$ cat src/vector_map_pkg.sv
// Overview of operation
// - The reset entry is program address 0x0000 while the boot reset fuse is unprogrammed.
// - External requests 0 to 7 use vectors 2 to 9 at 0x0002 to 0x0010.
// - Pin change requests 0 and 1 use 0x0012 and 0x0014.
// - USB general and USB endpoint requests use 0x0016 and 0x0018.
// - Watchdog uses 0x001A, timer 1 capture, compares and overflow 0x001C-0x0024.
// - Timer 0 compares A and B and overflow use 0x0026, 0x0028 and 0x002A.
// - The SPI transfer-complete request uses 0x002C.
// - Serial receive, buffer-empty and transmit-done use 0x002E, 0x0030, 0x0032.
// - Comparator, EEPROM-ready and store-ready use 0x0034, 0x0036, 0x0038.
// - With the table select set, each vector adds the boot section start.
// - Vector entries stay two program words apart in every flash size.
// - A programmed boot reset fuse moves the reset entry to the boot start.
// - Reset at 0x0000 or boot start; vectors from 0x0002 or boot start + 2.
// - The boot reset fuse reads 1 unprogrammed and 0 programmed.
// - Select changes only by an unlock write then a select write within four.
// - Unlock clears after four cycles or on select write; dispatch is blocked.
package vector_map_pkg;
   localparam int PC_W              = 16;
   localparam int NUM_SRC           = 28;
   localparam int ID_W              = 5;
   localparam int DATA_W            = 32;
   localparam int REG_AW            = 8;
   // Register map
   localparam logic [REG_AW-1:0] OFF_CTRL = 8'h00;
   localparam logic [REG_AW-1:0] OFF_PEND = 8'h04;
   localparam logic [REG_AW-1:0] OFF_MASK = 8'h08;
   localparam logic [REG_AW-1:0] OFF_STAT = 8'h0C;
   // Control and status fields
   localparam int BIT_UNLOCK        = 0;
   localparam int BIT_SELECT        = 1;
   localparam int BIT_PULLUP_OFF    = 4;
   localparam int BIT_BLOCKED       = 0;
   localparam int BIT_FUSE          = 1;
   localparam int STAT_BOOT_LSB     = 16;
   // Addresses and timing
   localparam logic [PC_W-1:0] RESET_ADDR = 16'h0000;
   localparam logic [PC_W-1:0] VEC_BASE   = 16'h0002;
   localparam logic [PC_W-1:0] VEC_STRIDE = 16'h0002;
   localparam logic            FUSE_RST   = 1'b1;
   localparam int UNLOCK_WINDOW_CYC = 4;
   localparam logic [2:0] UNLOCK_LOAD = 3'(UNLOCK_WINDOW_CYC - 1);
   // Source i sits at vector i+2, two words apart
   localparam logic [PC_W-1:0] VEC_TABLE [NUM_SRC] = '{
      16'h0002, 16'h0004, 16'h0006, 16'h0008,
      16'h000A, 16'h000C, 16'h000E, 16'h0010,
      16'h0012, 16'h0014,
      16'h0016, 16'h0018,
      16'h001A, 16'h001C, 16'h001E, 16'h0020,
      16'h0022, 16'h0024,
      16'h0026, 16'h0028, 16'h002A,
      16'h002C,
      16'h002E, 16'h0030, 16'h0032,
      16'h0034, 16'h0036, 16'h0038
   };
   typedef enum {UL_IDLE, UL_ARMED, UL_HOLD} unlock_state_t;
   typedef struct packed {
      logic            valid;
      logic [ID_W-1:0] id;
      logic [PC_W-1:0] addr;
   } dispatch_t;
endpackage

$ cat src/vector_map.sv
`timescale 1ns/1ps
module vector_map (
   // Clock and reset
   input  wire logic                                  core_clk,
   input  wire logic                                  resetn,
   // Peripheral requests, bit i is vector i+2
   input  wire logic [vector_map_pkg::NUM_SRC-1:0]    src_req,
   // Fuse and boot section start, static straps
   input  wire logic                                  boot_reset_fuse,
   input  wire logic [vector_map_pkg::PC_W-1:0]       boot_start_addr,
   // Register port
   input  wire logic [vector_map_pkg::REG_AW-1:0]     reg_addr,
   input  wire logic [vector_map_pkg::DATA_W-1:0]     reg_wdata,
   input  wire logic                                  reg_wr,
   input  wire logic                                  reg_rd,
   output logic      [vector_map_pkg::DATA_W-1:0]     reg_rdata,
   // Core fetch side
   input  wire logic                                  core_int_enable,
   input  wire logic                                  instr_retire,
   input  wire logic                                  core_ack,
   output vector_map_pkg::dispatch_t                  dispatch,
   output logic      [vector_map_pkg::PC_W-1:0]       reset_vector_addr,
   output logic                                       irq,
   output logic                                       pullup_disable
);
   localparam int N  = vector_map_pkg::NUM_SRC;
   localparam int AW = vector_map_pkg::PC_W;
   localparam int IW = vector_map_pkg::ID_W;

   function automatic logic [IW:0] first_set(input logic [N-1:0] v);
      logic [IW:0] r;
      r = '0;
      for (int i = N - 1; i >= 0; i--) begin
         if (v[i]) begin
            r = {1'b1, IW'(i)};
         end
      end
      return r;
   endfunction

   function automatic logic [AW-1:0] vec_addr(input logic [IW-1:0] id,
                                              input logic          sel,
                                              input logic [AW-1:0] base);
      logic [AW-1:0] off;
      off = vector_map_pkg::VEC_TABLE[id];
      return sel ? AW'(base + off) : off;
   endfunction

   // Reset release
   logic rst_meta_ff;
   logic rst_n;

   always_ff @(posedge core_clk or negedge resetn) begin
      if (!resetn) begin
         rst_meta_ff <= 1'b0;
         rst_n       <= 1'b0;
      end else begin
         rst_meta_ff <= 1'b1;
         rst_n       <= rst_meta_ff;
      end
   end

   // Strap synchronisers
   logic          fuse_meta_ff;
   logic          fuse_ff;
   logic [AW-1:0] boot_meta_ff;
   logic [AW-1:0] boot_addr_ff;

   always_ff @(posedge core_clk or negedge rst_n) begin
      if (!rst_n) begin
         fuse_meta_ff <= vector_map_pkg::FUSE_RST;
         fuse_ff      <= vector_map_pkg::FUSE_RST;
         boot_meta_ff <= '0;
         boot_addr_ff <= '0;
      end else begin
         fuse_meta_ff <= boot_reset_fuse;
         fuse_ff      <= fuse_meta_ff;
         boot_meta_ff <= boot_start_addr;
         boot_addr_ff <= boot_meta_ff;
      end
   end

   // Reset entry
   logic [AW-1:0] reset_addr_ff;

   always_ff @(posedge core_clk or negedge rst_n) begin
      if (!rst_n) begin
         reset_addr_ff <= vector_map_pkg::RESET_ADDR;
      end else if (fuse_ff) begin
         reset_addr_ff <= vector_map_pkg::RESET_ADDR;
      end else begin
         reset_addr_ff <= boot_addr_ff;
      end
   end

   assign reset_vector_addr = reset_addr_ff;

   // Register decode
   logic wr_ctrl;
   logic wr_pend;
   logic wr_mask;
   logic wr_unlock;
   logic wr_select;
   logic unlock_on;

   assign wr_ctrl   = reg_wr && (reg_addr == vector_map_pkg::OFF_CTRL);
   assign wr_pend   = reg_wr && (reg_addr == vector_map_pkg::OFF_PEND);
   assign wr_mask   = reg_wr && (reg_addr == vector_map_pkg::OFF_MASK);
   assign wr_unlock = wr_ctrl && reg_wdata[vector_map_pkg::BIT_UNLOCK];
   assign wr_select = wr_ctrl && !reg_wdata[vector_map_pkg::BIT_UNLOCK]
                      && unlock_on;

   // Unlock window and dispatch block
   vector_map_pkg::unlock_state_t ul_state_ff;
   logic [2:0]                    ul_cnt_ff;
   logic                          blocked;

   always_ff @(posedge core_clk or negedge rst_n) begin
      if (!rst_n) begin
         ul_state_ff <= vector_map_pkg::UL_IDLE;
         ul_cnt_ff   <= '0;
      end else begin
         case (ul_state_ff)
            vector_map_pkg::UL_IDLE: begin
               if (wr_unlock) begin
                  ul_state_ff <= vector_map_pkg::UL_ARMED;
                  ul_cnt_ff   <= vector_map_pkg::UNLOCK_LOAD;
               end
            end
            vector_map_pkg::UL_ARMED: begin
               if (wr_select) begin
                  ul_state_ff <= vector_map_pkg::UL_HOLD;
               end else if (wr_unlock) begin
                  ul_cnt_ff   <= vector_map_pkg::UNLOCK_LOAD;
               end else if (ul_cnt_ff == 3'h0) begin
                  ul_state_ff <= vector_map_pkg::UL_IDLE;
               end else begin
                  ul_cnt_ff   <= ul_cnt_ff - 3'h1;
               end
            end
            vector_map_pkg::UL_HOLD: begin
               if (wr_unlock) begin
                  ul_state_ff <= vector_map_pkg::UL_ARMED;
                  ul_cnt_ff   <= vector_map_pkg::UNLOCK_LOAD;
               end else if (instr_retire) begin
                  ul_state_ff <= vector_map_pkg::UL_IDLE;
               end
            end
            default: begin
               ul_state_ff <= vector_map_pkg::UL_IDLE;
            end
         endcase
      end
   end

   assign unlock_on = (ul_state_ff == vector_map_pkg::UL_ARMED);
   // Blocked from the unlock write itself onward
   assign blocked   = (ul_state_ff != vector_map_pkg::UL_IDLE)
                      || wr_unlock;

   // Control bits
   logic select_ff;
   logic pullup_off_ff;

   always_ff @(posedge core_clk or negedge rst_n) begin
      if (!rst_n) begin
         select_ff <= 1'b0;
      end else if (wr_select) begin
         select_ff <= reg_wdata[vector_map_pkg::BIT_SELECT];
      end
   end

   always_ff @(posedge core_clk or negedge rst_n) begin
      if (!rst_n) begin
         pullup_off_ff <= 1'b0;
      end else if (wr_ctrl) begin
         pullup_off_ff <= reg_wdata[vector_map_pkg::BIT_PULLUP_OFF];
      end
   end

   assign pullup_disable = pullup_off_ff;

   // Pending and mask
   logic [N-1:0]  pending_ff;
   logic [N-1:0]  mask_ff;
   logic [N-1:0]  nxt_pending;
   logic [N-1:0]  nxt_mask;
   logic [N-1:0]  ack_clr;
   logic          dsp_found_ff;
   logic [IW-1:0] dsp_id_ff;
   logic [AW-1:0] dsp_addr_ff;
   logic [IW:0]   nxt_first;
   logic          irq_ff;

   assign ack_clr = (core_ack && dispatch.valid)
                    ? (N'(1) << dsp_id_ff) : '0;

   always_comb begin
      nxt_mask    = wr_mask ? reg_wdata[N-1:0] : mask_ff;
      // New requests win over clears
      nxt_pending = pending_ff;
      if (wr_pend) begin
         nxt_pending = nxt_pending & ~reg_wdata[N-1:0];
      end
      nxt_pending = (nxt_pending & ~ack_clr) | src_req;
      nxt_first   = first_set(nxt_pending & nxt_mask);
   end

   always_ff @(posedge core_clk or negedge rst_n) begin
      if (!rst_n) begin
         pending_ff <= '0;
         mask_ff    <= '0;
         irq_ff     <= 1'b0;
      end else begin
         pending_ff <= nxt_pending;
         mask_ff    <= nxt_mask;
         irq_ff     <= |(nxt_pending & nxt_mask);
      end
   end

   assign irq = irq_ff;

   // Vector selection
   always_ff @(posedge core_clk or negedge rst_n) begin
      if (!rst_n) begin
         dsp_found_ff <= 1'b0;
         dsp_id_ff    <= '0;
         dsp_addr_ff  <= '0;
      end else begin
         dsp_found_ff <= nxt_first[IW];
         dsp_id_ff    <= nxt_first[IW-1:0];
         dsp_addr_ff  <= vec_addr(nxt_first[IW-1:0], select_ff,
                                  boot_addr_ff);
      end
   end

   assign dispatch.valid = dsp_found_ff && core_int_enable
                           && !blocked;
   assign dispatch.id    = dsp_id_ff;
   assign dispatch.addr  = dsp_addr_ff;

   // Read port
   logic [vector_map_pkg::DATA_W-1:0] rd_val;
   logic [vector_map_pkg::DATA_W-1:0] rdata_ff;

   always_comb begin
      rd_val = '0;
      case (reg_addr)
         vector_map_pkg::OFF_CTRL: begin
            rd_val[vector_map_pkg::BIT_UNLOCK]     = unlock_on;
            rd_val[vector_map_pkg::BIT_SELECT]     = select_ff;
            rd_val[vector_map_pkg::BIT_PULLUP_OFF] = pullup_off_ff;
         end
         vector_map_pkg::OFF_PEND: rd_val[N-1:0] = pending_ff;
         vector_map_pkg::OFF_MASK: rd_val[N-1:0] = mask_ff;
         vector_map_pkg::OFF_STAT: begin
            rd_val[vector_map_pkg::BIT_BLOCKED] = blocked;
            rd_val[vector_map_pkg::BIT_FUSE]    = fuse_ff;
            rd_val[vector_map_pkg::STAT_BOOT_LSB +: AW] = boot_addr_ff;
         end
         default: rd_val = '0;
      endcase
   end

   always_ff @(posedge core_clk or negedge rst_n) begin
      if (!rst_n) begin
         rdata_ff <= '0;
      end else begin
         rdata_ff <= reg_rd ? rd_val : '0;
      end
   end

   assign reg_rdata = rdata_ff;

   logic [N-1:0] below_id;
   logic [N-1:0] eligible;
   assign eligible = pending_ff & mask_ff;
   assign below_id = (N'(1) << dsp_id_ff) - N'(1);
endmodule

$ cat config.mk
export PLATFORM = sky130hd
export DESIGN_NAME = vector_map
export DESIGN_NICKNAME = d
export VERILOG_FILES = /design/src/vector_map_pkg.sv /design/src/vector_map.sv
export SDC_FILE = /design/constraint.sdc
export NUM_CORES = 1
export LEC_CHECK = 0
export BUFFER_PORTS_ARGS = -buffer_cell sky130_fd_sc_hd__buf_4
export CAP_MARGIN = 40
export CORE_ASPECT_RATIO = 0.9
export CORE_MARGIN = 2
export CORE_UTILIZATION = 55
export CTS_CLUSTER_SIZE = 12
export DETAILED_ROUTE_END_ITERATION = 7
export GPL_ROUTABILITY_DRIVEN = 1
export PLACE_DENSITY = 0.8
export SLEW_MARGIN = 40
export SYNTH_ARGS = -nofsm -noshare
export SYNTH_HDL_FRONTEND = slang
export SYNTH_SLANG_ARGS = --single-unit
$ cat constraint.sdc
create_clock -name core_clk -period 7.1 [get_ports core_clk]
set_input_delay 0.71 -clock core_clk [delete_from_list [all_inputs] [get_ports core_clk]]
set_output_delay 0.71 -clock core_clk [all_outputs]
set_load 0.01 [all_outputs]
; ---- Word-level counts from Yosys, hierarchy flattened
; Memories as Yosys holds them, arrays and structs flattened.
; Cells that the tools add are included.
[totals]
regBits = 200
mem_bits_ro = 512
in_bits = 92
output_inout_bits = 72
memories = 1
[classes]
n_addsub = 2
order_cmp = 1
n_eq_ne = 13
shifts = 1
muxes = 54
n_bitwise = 7
reduce_logical = 21
[memory_table]
columns = memory, depth, word_bits, rd, rd_ports_with_merged_regs, wr, line
row1 = (name not given), 32, 16, 1, 0, 0, vector_map.sv:45  ; off = vector_map_pkg::VEC_TABLE[id];
[op_table]
columns = cell, n
row1 = $mux W32, 7
row2 = $mux W6, 28
row3 = $pmux W32 S3, 1
row4 = $and A28 B28 Y28, 3
row5 = $mux W28, 3
row6 = $eq A32 B2 Y1 const B, 2
row7 = $mux W16, 4
row8 = $not A28 Y28, 2
row9 = $pmux W12 S3, 1
row10 = $eq A32 B1 Y1 const B, 1
row11 = $logic_not A32 Y1, 1
row12 = $reduce_bool A32 Y1, 1
row13 = $or A28 B28 Y28, 1
row14 = $reduce_or A28 Y1, 1
row15 = $shl A1 B5 Y28 const A, 1
row16 = $pmux W11 S2, 1
row17 = $add A16 B16 Y16, 1
row18 = $eq A8 B4 Y1 const B, 2
row19 = $mux W3, 4
row20 = $ne A3 B3 Y1 const B, 4
row21 = $logic_and A1 B1 Y1, 9
row22 = $eq A8 B3 Y1 const B, 1
row23 = $logic_not A8 Y1, 1
row24 = $pmux W2 S4, 1
row25 = other kinds (15), 18

; ---- Logic depth before layout (Yosys ltp)
; Gate-level depths: netlist (run 1).
[logic_depth]
depth_word = 46
depth_mapped = 23
ltp_nobuf = 20

; ---- Least setup slack after synthesis (run 1)
; No wires, ideal clock.
[synth_path]
kind = input-to-reg
from = in reg_wr
to = reg dsp_addr_ff[15]
arrival_time_ns = 4.785
path_slack_ns = 2.231
stages = 21
path_cell_list = buf_2 nor4b_4 nand3_2 buf_6 buf_6 mux2i_1 a211o_1 a32o_1 a2111o_1 a21oi_1 o31a_1 nor2_1 ha_1 clkbuf_1 fa_1 a21o_1 a21oi_1 nor2b_1 o21ai_1 o21ai_0 a21boi_0
[synth_via]
elab_chain_len = 45
[synth_lines]
columns = element, line
row1 = "start, declared", vector_map.sv:14  ; input wire logic reg_wr,
row2 = $logic_and A1 B1 Y1, vector_map.sv:106  ; assign wr_ctrl = reg_wr && (reg_addr == vector_map_pkg::OFF_CTRL);
row3 = $logic_and A1 B1 Y1, vector_map.sv:109  ; assign wr_unlock = wr_ctrl && reg_wdata[vector_map_pkg::BIT_UNLOCK];
row4 = $logic_or A1 B1 Y1, vector_map.sv:159  ; || wr_unlock;
row5 = $logic_not A1 Y1, vector_map.sv:238  ; && !blocked;
row6 = $logic_and A1 B1 Y1, vector_map.sv:238
row7 = $logic_and A1 B1 Y1, vector_map.sv:195  ; assign ack_clr = (core_ack && dispatch.valid)
row8 = $mux W28, vector_map.sv:196  ; ? (N'(1) << dsp_id_ff) : '0;
row9 = $not A28 Y28, vector_map.sv:205  ; nxt_pending = (nxt_pending & ~ack_clr) | src_req;
row10 = [... 3 more ...], --
row11 = $mux W6 (27 in series), vector_map.sv:34  ; if (v[i]) begin
row12 = $mux W6 *, vector_map.sv:34
row13 = net nxt_first[0], vector_map.sv:192  ; logic [IW:0] nxt_first;
row14 = $not A5 Y6 (implied by the code) *, vector_map.sv:45
row15 = $mem_v2 Z32 W16 *, --
row16 = $mux W16 (implied by the code) * (2 in series), vector_map.sv:45
row17 = $add A16 B16 Y16, vector_map.sv:46  ; return sel ? AW'(base + off) : off;
row18 = $mux W16 *, vector_map.sv:46
row19 = "end signal, assigned", vector_map.sv:232  ; dsp_addr_ff <= vec_addr(nxt_first[IW-1:0], select_ff,
row20 = "end, declared", vector_map.sv:191  ; logic [AW-1:0] dsp_addr_ff;
; The timed path passes the listed nets; every way through them passes the cells marked *. The select of a mux whose other input is x is not followed.
; A chain may end at the register's enable or synchronous reset.

; ---- Final worst setup path (run 1)
[layout_path]
from = in reg_addr[7] in the netlist's numbering
to = reg dsp_addr_ff[9]
[layout_rtl]
columns = element, line
row1 = "start, declared", vector_map.sv:12  ; input wire logic [vector_map_pkg::REG_AW-1:0] reg_addr,
row2 = $eq A8 B4 Y1 *, vector_map.sv:108  ; assign wr_mask = reg_wr && (reg_addr == vector_map_pkg::OFF_MASK);
row3 = $logic_and A1 B1 Y1 *, vector_map.sv:108
row4 = $mux W28 *, vector_map.sv:199  ; nxt_mask = wr_mask ? reg_wdata[N-1:0] : mask_ff;
row5 = net nxt_mask[0], vector_map.sv:187  ; logic [N-1:0] nxt_mask;
row6 = $and A28 B28 Y28 *, vector_map.sv:206  ; nxt_first = first_set(nxt_pending & nxt_mask);
row7 = $mux W6 *, vector_map.sv:34
row8 = net nxt_first[1], vector_map.sv:192
row9 = $not A5 Y6 (implied by the code) *, vector_map.sv:45
row10 = $mem_v2 Z32 W16 *, --
row11 = $mux W16 (implied by the code) * (2 in series), vector_map.sv:45
row12 = $add A16 B16 Y16, vector_map.sv:46
row13 = $mux W16 *, vector_map.sv:46
; Marks and branches as above.

==> qor.yml, run 1 <==
global_routing:
  antenna_found_initial: 0
  first_global_vias: 5988
  grt_usage_pct: 29.37
  grt_first_pass_wirelength_um: 32730
  grt_max_degree: 67
  grt-ovfl-total: 0
logic_synthesis:
  synth-edff-count: 0
  yosysSeqAreaShare_pct: 54.57
  synth.net_count: 789
  synth-seq-cells: 170
  synth-main-ff-cell: "dfrtp_1"
  syn_area_um2: 7800
  synthesis.instances: 687
  avgSynthCellArea_um2: 11.35
  synth_warnings: 0
  postSynth.asyncResetShare_pct: 100.0
  ys_types: 83
timing:
  drv_slew: 0
  tightest_slew_ns: 0.7596
  max_freq_mhz: 170.9
  final.setup.tns_ns: 0
  hold_violations: 0
  skew_ns: 0.008282
  setup_violations: 0
  rsz0062_at_grt: "false"
  min_period_over_period_pct: 82.44
  slew_headroom_pct: 48.72
  min_period_ns: 5.853
die:
  fp-row-count: 41
  core_area_um2: 13950
  die_width_um: 129.5
  fp.dieArea_um2: 15150
  io-pin-count: 164
  start_util_pct: 55.90
  die_height_um: 117.0
pwr:
  clock_power_share_pct: 35.7
  peakVddDrop_v: 0.0001948
  power_frac_seq_pct: 43.9
  comb_power_share_pct: 20.4
  power_density_nw_per_um2: 255.7
  power_leakage_nw: 4.580
  p_sw_share_pct: 29.82
  intPower_mw: 1.744
  switchingPower_mw: 0.7411
critical_path:
  startpoint: "reg_addr[7]"
  rrSetupSlack_ns: 1.39
  critPathMostFrequentCell: "buf_4"
  critPathTopFamily: "compound AO/OA/AOI/OAI gates"
  cp.depth: 20
  reg2regPathDepth: 19
  worstReg2RegStart: "ul_state_ff[0]"
  worst-path-buf-inv: 4
  slowest_delay_ns: 0.58
  critPathLaunchType: "input port"
  cp-end-kind: "flip-flop"
  crit_chain: "buf_4 > nor4_4 > buf_4 > nand3_2 > buf_4 > mux2_2 > o311ai_0 > and2_1 > or4bb_1 > o21ai_0 > ha_1 > inv_1 > mux2i_1 > ha_1 > a21o_1 > a21oi_1 > nor2b_1 > o21ai_1 > o21ai_0 > a21boi_0"
  critical_path_required_ns: 7.42
  cp.arrival_ns: 6.18
  r2r-end: "dsp_addr_ff[9]"
  cp_max_fo: 16
  cpMaxStageDelayCell: "o21ai_1"
  crit_end: "dsp_addr_ff[9]"
  worst-setup-path-type: "input port to flip-flop"
clock_tree:
  cts_root_buf: "clkbuf_16"
  cts_made_buffers: 17
  tritoncts: "built"
  clock-sinks: 170
  clock_path_buffers: 2
  htreeDepth: 4
  cts-resized-gates: 0
  cts_hold_buf: 0
  clk_pin_slew_ns: 0.07
  post-cts-setup-buffers: 0
  clk_latency_ns: 0.43
layout:
  nFillCells: 1076
  fin_cells: 1049
  nNetsFinal: 945
  syn_to_final_growth_pct: 24.61
  diodes: 0
  layout-drive-gt1-share_pct: 30.26
  final_cell_mix: "dfrtp_1 (167), buf_4 (164), nor2_1 (50)"
  fin_area_um2: 9719
  final_common_cell: "dfrtp_1"
placement:
  port_buffers: 159
  hpwl_um: 16060
  dp_cells: 1017
  place_congestion: 0.9725
  place_area_um2: 9156
run:
  max_cap_violations: 0
detailed_routing:
  vias: 6194
  routed_wl_um: 21730
  viasPerCell: 5.905
  firstDrtPassIters: 6
  wl_per_cell_um: 20.72
  drc: 0
  drt_iter0_drc: 626
  ant_nets: 0
run_status:
  status: "complete, no violations"
worst_hold_path:
  hold_class: "input port to async pin"
[cell usage after synthesis, types with 3 or more instances]
library cell / n / area (um^2)
a211o_1: 4 / 35.03
a21boi_0: 6 / 45.04
a21o_1: 6 / 45.04
a21oi_1: 28 / 140.1
a22oi_1: 26 / 195.2
a31oi_1: 14 / 87.58
a32o_1: 3 / 30.03
and2_1: 9 / 56.30
and3_1: 11 / 68.82
buf_2: 7 / 35.03
clkbuf_1: 18 / 67.56
dfrtp_1: 168 / 4204
ha_1: 9 / 112.6
inv_1: 36 / 135.1
mux2_1: 3 / 33.78
mux2_2: 29 / 326.6
mux2_4: 4 / 60.06
mux2i_1: 12 / 120.1
nand2_1: 29 / 108.9
nand2b_1: 4 / 25.02
nand3_1: 14 / 70.07
nand3b_1: 8 / 60.06
nand4_1: 15 / 93.84
nor2_1: 52 / 195.2
nor2b_1: 35 / 219.0
nor3_1: 6 / 30.03
nor3b_1: 4 / 30.03
nor4_1: 4 / 25.02
o21ai_0: 14 / 70.07
o21ai_1: 4 / 20.02
o311ai_0: 8 / 70.07
o31a_1: 15 / 131.4
o31ai_1: 3 / 22.52
or2_2: 6 / 37.54
or3_1: 8 / 50.05
or3b_2: 3 / 26.28
xnor2_1: 6 / 52.55
[worst min path at each step]
stage | end | cells after the start | slack (ns)
floorplan | boot_addr_ff[0] | 0 | 0.33
global placement | boot_addr_ff[3] | 0 | 0.33
detailed placement | boot_addr_ff[10] | 0 | 0.33
CTS | rst_n | 1 | 0.04
global route | rst_n | 1 | 0.03
finish | rst_n | 1 | 0.05
[sequential cells by signal, summed over array words and instances, names as in the netlist]
| register | cells |
|---|---|
| boot_addr_ff | 16 |
| boot_meta_ff | 16 |
| dsp_addr_ff | 16 |
| dsp_found_ff | 1 |
| dsp_id_ff | 5 |
| fuse_ff | 1 |
| fuse_meta_ff | 1 |
| irq | 1 |
| mask_ff | 28 |
| pending_ff | 28 |
| pullup_disable | 1 |
| reg_rdata | 32 |
| reset_vector_addr | 16 |
| rst_meta_ff | 1 |
| rst_n | 1 |
| select_ff | 1 |
| ul_cnt_ff | 3 |
| ul_state_ff | 2 |
[metal layers]
layer	track usage, %	up-vias	part of all wire (%)
met4	8.817	0	1.6
met5	0	-	0
met2	46.67	268	48
met1	40.84	3099	42
met3	6.864	24	8.4
li1	-	2803	-
[cell type report]
cell class              count  area, um^2  share of cell area [%]
flip-flops and latches    170        4260                   43.83
multi-input cells         453        3281                   33.75
repair buffers            165        1242                   12.78
clock buffers              19       442.9                   4.557
well taps                 193       241.5                   2.485
inverters                  36       135.1                   1.390
clock inverters            13       116.4                   1.197
[power groups by stage]
| stage | Combinational [mW] | Sequential, mW | Clock [mW] |
|---|---|---|---|
| after floorplan | 0.282 | 1.11 | 0 |
| after global placement | 0.483 | 1.10 | 0 |
| after detailed placement | 0.501 | 1.11 | 0 |
| after CTS | 0.507 | 1.09 | 0.889 |
| after global routing | 0.555 | 1.10 | 0.933 |
| final | 0.508 | 1.09 | 0.887 |
[kinds of logic (layout without fill, tap and decap cells)]
family | Yosys count | in the layout | synth area share [%]
buffers and inverters | 64 | 233 | 3.433
other | 1 | 1 | 0.04808
adder cells (fa/ha/maj) | 10 | 10 | 1.700
AO/OA/AOI/OAI | 158 | 158 | 14.93
AND/OR/NAND/NOR | 229 | 229 | 17.60
flip-flops | 170 | 170 | 54.57
multiplexers | 48 | 48 | 6.930
XOR/XNOR | 7 | 7 | 0.7860
[per-stage QoR]
| stage | setup WS (ns) | utilization [%] | hold slack [ns] | power (mW) |
|---|---|---|---|---|
| 6_report | 1.247 | 69.66 | 0.04824 | 2.485 |
| 5_1_grt | 0.8634 | 69.66 | 0.03283 | 2.587 |
| 4_1_cts | 1.297 | 69.63 | 0.04458 | 2.485 |
| 3_5_place_dp | 1.031 | 65.62 | 0.3347 | 1.606 |
| 3_3_place_gp | 1.180 | 65.58 | 0.3316 | 1.586 |
| 2_1_floorplan | 2.016 | - | 0.3312 | 1.393 |
Power figures use the tool's default switching activity.
==> run 2, diff against run 1 <==
clock period = 5.5 ns   (was 7.1 ns; I/O delays follow)
==> run 2 against run 1 <==
Effect of this change:
- final cell count increased by 2.1%
- register-to-register slack got worse by 1.1 ns
- clock skew increased by 0.0031 ns
- die area unchanged
- utilization increased by 2.0 points
- largest power group unchanged
- via count increased by 3.0%
- combinational power increased by 33%
- wire length increased by 4.8%
==> qor.yml, run 2 (synthesized netlist as in run 1, its figures left out) <==
run_status:
  status: "complete, no violations"  # unchanged
critical_path:
  critPathLaunchType: "flip-flop"  # was input port
  cp.arrival_ns: 5.48  # was 6.18 ns
  cp-end-kind: "flip-flop"  # unchanged
  critPathMostFrequentCell: "a21oi_1"  # was buf_4
  rrSetupSlack_ns: 0.34  # was 1.39 ns
  slowest_delay_ns: 0.63  # was 0.58 ns
  startpoint: "dsp_id_ff[4]"  # was reg_addr[7]
  worst-setup-path-type: "flip-flop to flip-flop"  # was input port to flip-flop
  cpMaxStageDelayCell: "o311ai_0"  # was o21ai_1
  worstReg2RegStart: "dsp_id_ff[4]"  # was ul_state_ff[0]
  cp_max_fo: 8  # was 16
  critical_path_required_ns: 5.81  # was 7.42 ns
  crit_chain: "nor2b_1 > and3_1 > nand2_1 > o311ai_0 > o21ai_0 > a21oi_1 > a21oi_1 > o31a_1 > nor2_1 > buf_4 > ha_1 > a31oi_1 > or2_1 > ha_1 > inv_1 > o21bai_1 > a21oi_1 > nor2b_2 > nand4_1 > xnor2_1 > and2_1"  # was buf_4 > nor4_4 > buf_4 > nand3_2 > buf_4 > mux2_2 > o311ai_0 > and2_1 > or4bb_1 > o21ai_0 > ha_1 > inv_1 > mux2i_1 > ha_1 > a21o_1 > a21oi_1 > nor2b_1 > o21ai_1 > o21ai_0 > a21boi_0
  reg2regPathDepth: 21  # was 19
worst_hold_path:
  hold_depth: 1
  hp-start: "boot_start_addr[12]"
  hold_class: "input port to flip-flop"  # was input port to async pin
global_routing:
  grt_max_degree: 66  # was 67
  grt_busiest_layer: "met2"  # unchanged
  met2_usage_pct: 47.68  # was 46.67%
  grt-ovfl-total: 0  # unchanged
  grt_usage_pct: 30.95  # was 29.37%
  grtUsageMet1_pct: 42.51  # was 40.84%
  antenna_found_initial: 0  # unchanged
  grt_first_pass_wirelength_um: 34460  # was 32730 um
  globalRouteMet3Util_pct: 8.227  # was 6.864%
  first_global_vias: 6263  # was 5988
placement:
  hpwl_um: 16590  # was 16060 um
  port_buffers: 159  # unchanged
  place_congestion: 0.9442  # was 0.9725
  place_area_um2: 9339  # was 9156 um^2
layout:
  final_common_cell: "buf_4"  # was dfrtp_1
  nFillCells: 1016  # was 1076
  final_cell_mix: "buf_4 (183), dfrtp_1 (167), nor2_1 (49)"  # was dfrtp_1 (167), buf_4 (164), nor2_1 (50)
  syn_to_final_growth_pct: 28.20  # was 24.61%
  diodes: 0  # unchanged
  nNetsFinal: 967  # was 945
  largest_reg_flops: 32  # unchanged
  fin_area_um2: 10000  # was 9719 um^2
  layout-drive-gt1-share_pct: 32.23  # was 30.26%
clock_tree:
  clock_path_buffers: 2  # unchanged
  cts_made_buffers: 17  # unchanged
  clk_pin_slew_ns: 0.07  # about the same
  tritoncts: "built"  # unchanged
  clk_latency_ns: 0.43  # about the same
  clock-sinks: 170  # unchanged
  cts_root_buf: "clkbuf_16"  # unchanged
  htreeDepth: 4  # unchanged
die:
  die_height_um: 117.0  # unchanged
  fp.dieArea_um2: 15150  # unchanged
  io-pin-count: 164  # unchanged
  die_width_um: 129.5  # unchanged
  start_util_pct: 55.90  # unchanged
  core_area_um2: 13950  # unchanged
  fp-row-count: 41  # unchanged
timing:
  holdWs_ns: 0.2284  # was 0.04824 ns
  final.setup.tns_ns: 0  # unchanged
  tightest_slew_ns: 0.7435  # was 0.7596 ns
  min_period_ns: 5.165
  skew_ns: 0.01142  # was 0.008282 ns
  slew_headroom_pct: 50.43  # was 48.72%
  drv_slew: 0  # unchanged
  min_period_over_period_pct: 93.90
  hold_violations: 0  # unchanged
  setup_violations: 0  # unchanged
  rsz0062_at_grt: "false"  # unchanged
  max_freq_mhz: 193.6
pwr:
  power_density_nw_per_um2: 339.6  # was 255.7 nW/um^2
  power_mw: 3.396  # was 2.485 mW
  power_leakage_nw: 4.746  # was 4.580 nW
  peakVddDrop_v: 0.0002590  # was 0.0001948 V
run:
  max_cap_violations: 0  # unchanged
detailed_routing:
  ant_nets: 0  # unchanged
  routed_wl_um: 22780  # was 21730 um
  viasPerCell: 5.958  # was 5.905
  vias: 6381  # was 6194
  wl_per_cell_um: 21.27  # was 20.72 um
  drc: 0  # unchanged
  drt_iter0_drc: 697  # was 626
  firstDrtPassIters: 6  # unchanged
==> run 2: cell count changes in the layout (fill, tap and decap cells not counted), moves of 3 or more <==
cell and change:
o311ai_1 +3, o311ai_0 -3, buf_4 +19, bufinv_16 +3
==> run 2: per-stage QoR <==
stage	util, %	std cells	setup WS (ns)
finish	71.66	1071	0.3354
global route	71.66	1071	0.02348
CTS	71.60	1071	0.2025
detailed placement	66.93	1038	0.1177
global placement	66.89	1038	0.2426
floorplan	-	687	0.4158
==> run 2: per-layer routing <==
metal  vias to the layer above  share of wire (%)
met4                         0                2.7
met2                       338                 47
met1                      3150                 42
met5                         -                  0
met3                        42                8.7
li1                       2851                  -
==> run 2: critical path, delay by kind of cell (launching register included) <==
kind	cells	cell delay, ns
compound gates	8	1.94
xor+xnor	1	0.15
fa+ha+maj	2	0.49
buf+inv	2	0.20
flops	1	0.62
simple gates	8	1.66
==> run 2: final cells by class <==
cell class                 instances  area (um^2)  share of cell area (%)
tap                              193        241.5                   2.415
multi-input combinational        453         3286                   32.86
clock buffer                      19        452.9                   4.530
timing repair buffer             187         1435                   14.35
inverter                          36        135.1                   1.351
sequential                       170         4260                   42.61
clock inverter                    13        188.9                   1.889
==> run 2: final timing paths <==
path | to
worst max-delay path | dsp_addr_ff[14]
worst min-delay path | boot_meta_ff[12]
worst max register to register | dsp_addr_ff[14]
worst min register to register | boot_addr_ff[13]
max in group asynchronous | pending_ff[5]
min in group asynchronous | boot_meta_ff[12]
==> run 2: report_power, final <==
group / switching [mW] / internal (mW) / leakage, nW / total, mW
sequential: 0.0803 / 1.33 / 2.10 / 1.41
clock: 0.519 / 0.790 / 0.316 / 1.31
combinational: 0.376 / 0.302 / 2.34 / 0.678
==> run 2: repair_timing <==
action / 4_1_cts / 5_1_grt
hold endpoints to repair: 2 / 0
setup buffers: 0 / 0
gates resized for setup: 0 / 5
hold buffers: 1 / 0
endpoints found under the setup margin: 0 / 8
==> run 3, diff against run 2 <==
ABC_CLOCK_PERIOD_IN_PS = 5500   (was default)
PLACE_DENSITY = default   (was 0.8)
PLACE_DENSITY_LB_ADDON = 0.15   (was default)
SKIP_CTS_REPAIR_TIMING = 1   (was default)
==> run 3 against run 2 <==
Effect of this change:
- global-route usage shrank 0.26 points
- final cell count shrank 0.65%
- via count shrank 1.1%
- clock power shrank 7%
- largest cell class unchanged
- clock skew shrank 0.0019 ns
- largest power group unchanged
- sequential share of layout area grew 0.45 points
- non-clock buffer count shrank 7
==> qor.yml, run 3 (synthesized netlist as in run 1, its figures left out) <==
critical_path:
  r2r-end: "dsp_addr_ff[14]"  # unchanged
  worst-path-buf-inv: 2  # unchanged
  cp_max_fo: 7  # was 8
  worst-setup-path-type: "flip-flop to flip-flop"  # unchanged
  cp.depth: 21  # unchanged
  cpMaxStageDelayCell: "o311ai_0"  # unchanged
  critical_path_required_ns: 5.82  # was 5.81 ns
  crit_end: "dsp_addr_ff[14]"  # unchanged
  startpoint: "ul_state_ff[1]"  # was dsp_id_ff[4]
  cp-end-kind: "flip-flop"  # unchanged
  crit_chain: "nand3b_4 > nor2_1 > nand4_1 > o311ai_0 > nand2_1 > o211a_1 > o211ai_1 > a21oi_1 > o21ai_0 > buf_4 > ha_1 > ha_1 > a21o_1 > a21oi_1 > o21bai_1 > a21oi_1 > nor2b_1 > buf_4 > nand4_1 > xnor2_1 > and2_1"  # was nor2b_1 > and3_1 > nand2_1 > o311ai_0 > o21ai_0 > a21oi_1 > a21oi_1 > o31a_1 > nor2_1 > buf_4 > ha_1 > a31oi_1 > or2_1 > ha_1 > inv_1 > o21bai_1 > a21oi_1 > nor2b_2 > nand4_1 > xnor2_1 > and2_1
  critPathLaunchType: "flip-flop"  # unchanged
  cp.arrival_ns: 5.54  # was 5.48 ns
  critPathMostFrequentCell: "a21oi_1"  # unchanged
  critPathTopFamily: "compound AO/OA/AOI/OAI gates"  # unchanged
  reg2regPathDepth: 21  # unchanged
  worstReg2RegStart: "ul_state_ff[1]"  # was dsp_id_ff[4]
  slowest_delay_ns: 0.73  # was 0.63 ns
  rrSetupSlack_ns: 0.28  # was 0.34 ns
global_routing:
  antenna_found_initial: 0  # unchanged
  grt_first_pass_wirelength_um: 34110  # was 34460 um
  first_global_vias: 6154  # was 6263
  grt_usage_pct: 30.69  # was 30.95%
  grt_max_degree: 63  # was 66
  grt-ovfl-total: 0  # unchanged
detailed_routing:
  routed_wl_um: 22920  # was 22780 um
  wl_per_cell_um: 21.54  # was 21.27 um
  drt_iter0_drc: 557  # was 697
  firstDrtPassIters: 5  # was 6
  vias: 6313  # was 6381
  drc: 0  # unchanged
  ant_nets: 0  # unchanged
  viasPerCell: 5.933  # was 5.958
layout:
  final_core_util_pct: 70.92  # was 71.66%
  syn_to_final_growth_pct: 26.87  # was 28.20%
  diodes: 0  # unchanged
  nFillCells: 1045  # was 1016
  fin_cells: 1064  # was 1071
  final_common_cell: "buf_4"  # unchanged
  final_cell_mix: "buf_4 (176), dfrtp_1 (167), nor2_1 (50)"  # was buf_4 (183), dfrtp_1 (167), nor2_1 (49)
  layout-drive-gt1-share_pct: 31.34  # was 32.23%
  nNetsFinal: 960  # was 967
  largest_reg_flops: 32  # unchanged
worst_hold_path:
  hp-start: "boot_start_addr[5]"  # was boot_start_addr[12]
  hold_class: "input port to flip-flop"  # unchanged
die:
  io-pin-count: 164  # unchanged
  fp.dieArea_um2: 15150  # unchanged
  start_util_pct: 55.90  # unchanged
  fp-row-count: 41  # unchanged
  die_width_um: 129.5  # unchanged
  core_area_um2: 13950  # unchanged
  die_height_um: 117.0  # unchanged
clock_tree:
  clk_latency_ns: 0.43  # about the same
  cts_made_buffers: 17  # unchanged
  htreeDepth: 4  # unchanged
  clock_path_buffers: 2  # unchanged
  clock-sinks: 170  # unchanged
  clk_pin_slew_ns: 0.07  # about the same
  tritoncts: "built"  # unchanged
  cts_root_buf: "clkbuf_16"  # unchanged
timing:
  final.setup.tns_ns: 0  # unchanged
  holdWs_ns: 0.2254  # was 0.2284 ns
  skew_ns: 0.009492  # was 0.01142 ns
  tightest_slew_ns: 0.8043  # was 0.7435 ns
  fin_ws_ns: 0.2775  # was 0.3354 ns
  setup_violations: 0  # unchanged
  min_period_over_period_pct: 94.95  # was 93.90%
  slew_headroom_pct: 45.70  # was 50.43%
  drv_slew: 0  # unchanged
  max_freq_mhz: 191.5  # was 193.6 MHz
  hold_violations: 0  # unchanged
  min_period_ns: 5.222  # was 5.165 ns
  rsz0062_at_grt: "false"  # unchanged
placement:
  hpwl_um: 16760  # was 16590 um
  dp_cells: 1031  # was 1038
  port_buffers: 159  # unchanged
  pre_cts_slack_ns: 0.2063  # was 0.1177 ns
  place_congestion: 0.9602  # was 0.9442
run_status:
  status: "complete, no violations"  # unchanged
pwr:
  peakVddDrop_v: 0.0003539  # was 0.0002590 V
  power_leakage_nw: 4.681  # was 4.746 nW
  power_density_nw_per_um2: 334.4  # was 339.6 nW/um^2
run:
  max_cap_violations: 0  # unchanged
==> run 3: cell count changes in the layout (fill, tap and decap cells not counted), sizes merged <==
cell / change
buf: -7
inv: +5
clkinv: -3
bufinv: -2
==> run 3: worst min path at each step <==
stage | slack [ns] | end | cells after the start
after CTS | -0.12 | rst_n | 1
after floorplan | 0.25 | rst_meta_ff | 0
after global routing | 0.21 | boot_meta_ff[6] | 1
after detailed placement | 0.33 | rst_meta_ff | 1
final | 0.23 | boot_meta_ff[5] | 1
after global placement | 0.33 | rst_meta_ff | 1
==> run 3: area by class of cell <==
class	count	area, um^2	share of cell area (%)
timing repair buffer	180	1383	13.97
tap	193	241.5	2.440
inverter	36	135.1	1.366
sequential	170	4260	43.05
clock inverter	13	152.6	1.543
clock buffer	19	442.9	4.476
multi-input combinational	453	3281	33.15
==> run 3: metal layers <==
layer	routed length [um]	track usage [%]	vias to the layer above
met5	0	0	-
met4	396	9.749	0
met3	1828	6.409	30
met2	10530	47.23	296
met1	10160	44.27	3147
li1	-	-	2840
==> run 3: through the flow <==
step,total power [mW],area [um^2]
2_1_floorplan,1.799,7800
3_3_place_gp,2.070,9281
3_5_place_dp,2.092,9286
4_1_cts,3.316,9882
5_1_grt,3.444,9896
6_report,3.309,9896
==> run 3: power by group <==
group | switching (mW) | internal, mW
sequential | 0.0797 | 1.33
clock | 0.525 | 0.695
combinational | 0.383 | 0.298
==> run 3: worst reg2reg max path, cell delays in order (launching register included) <==
cell	delay, ns
dfrtp_1	0.49
nand3b_4	0.25
nor2_1	0.37
nand4_1	0.25
o311ai_0	0.73
nand2_1	0.13
o211a_1	0.24
o211ai_1	0.26
a21oi_1	0.12
o21ai_0	0.24
buf_4	0.17
ha_1	0.26
ha_1	0.29
a21o_1	0.18
a21oi_1	0.25
o21bai_1	0.10
a21oi_1	0.19
nor2b_1	0.07
buf_4	0.16
nand4_1	0.11
xnor2_1	0.07
and2_1	0.16
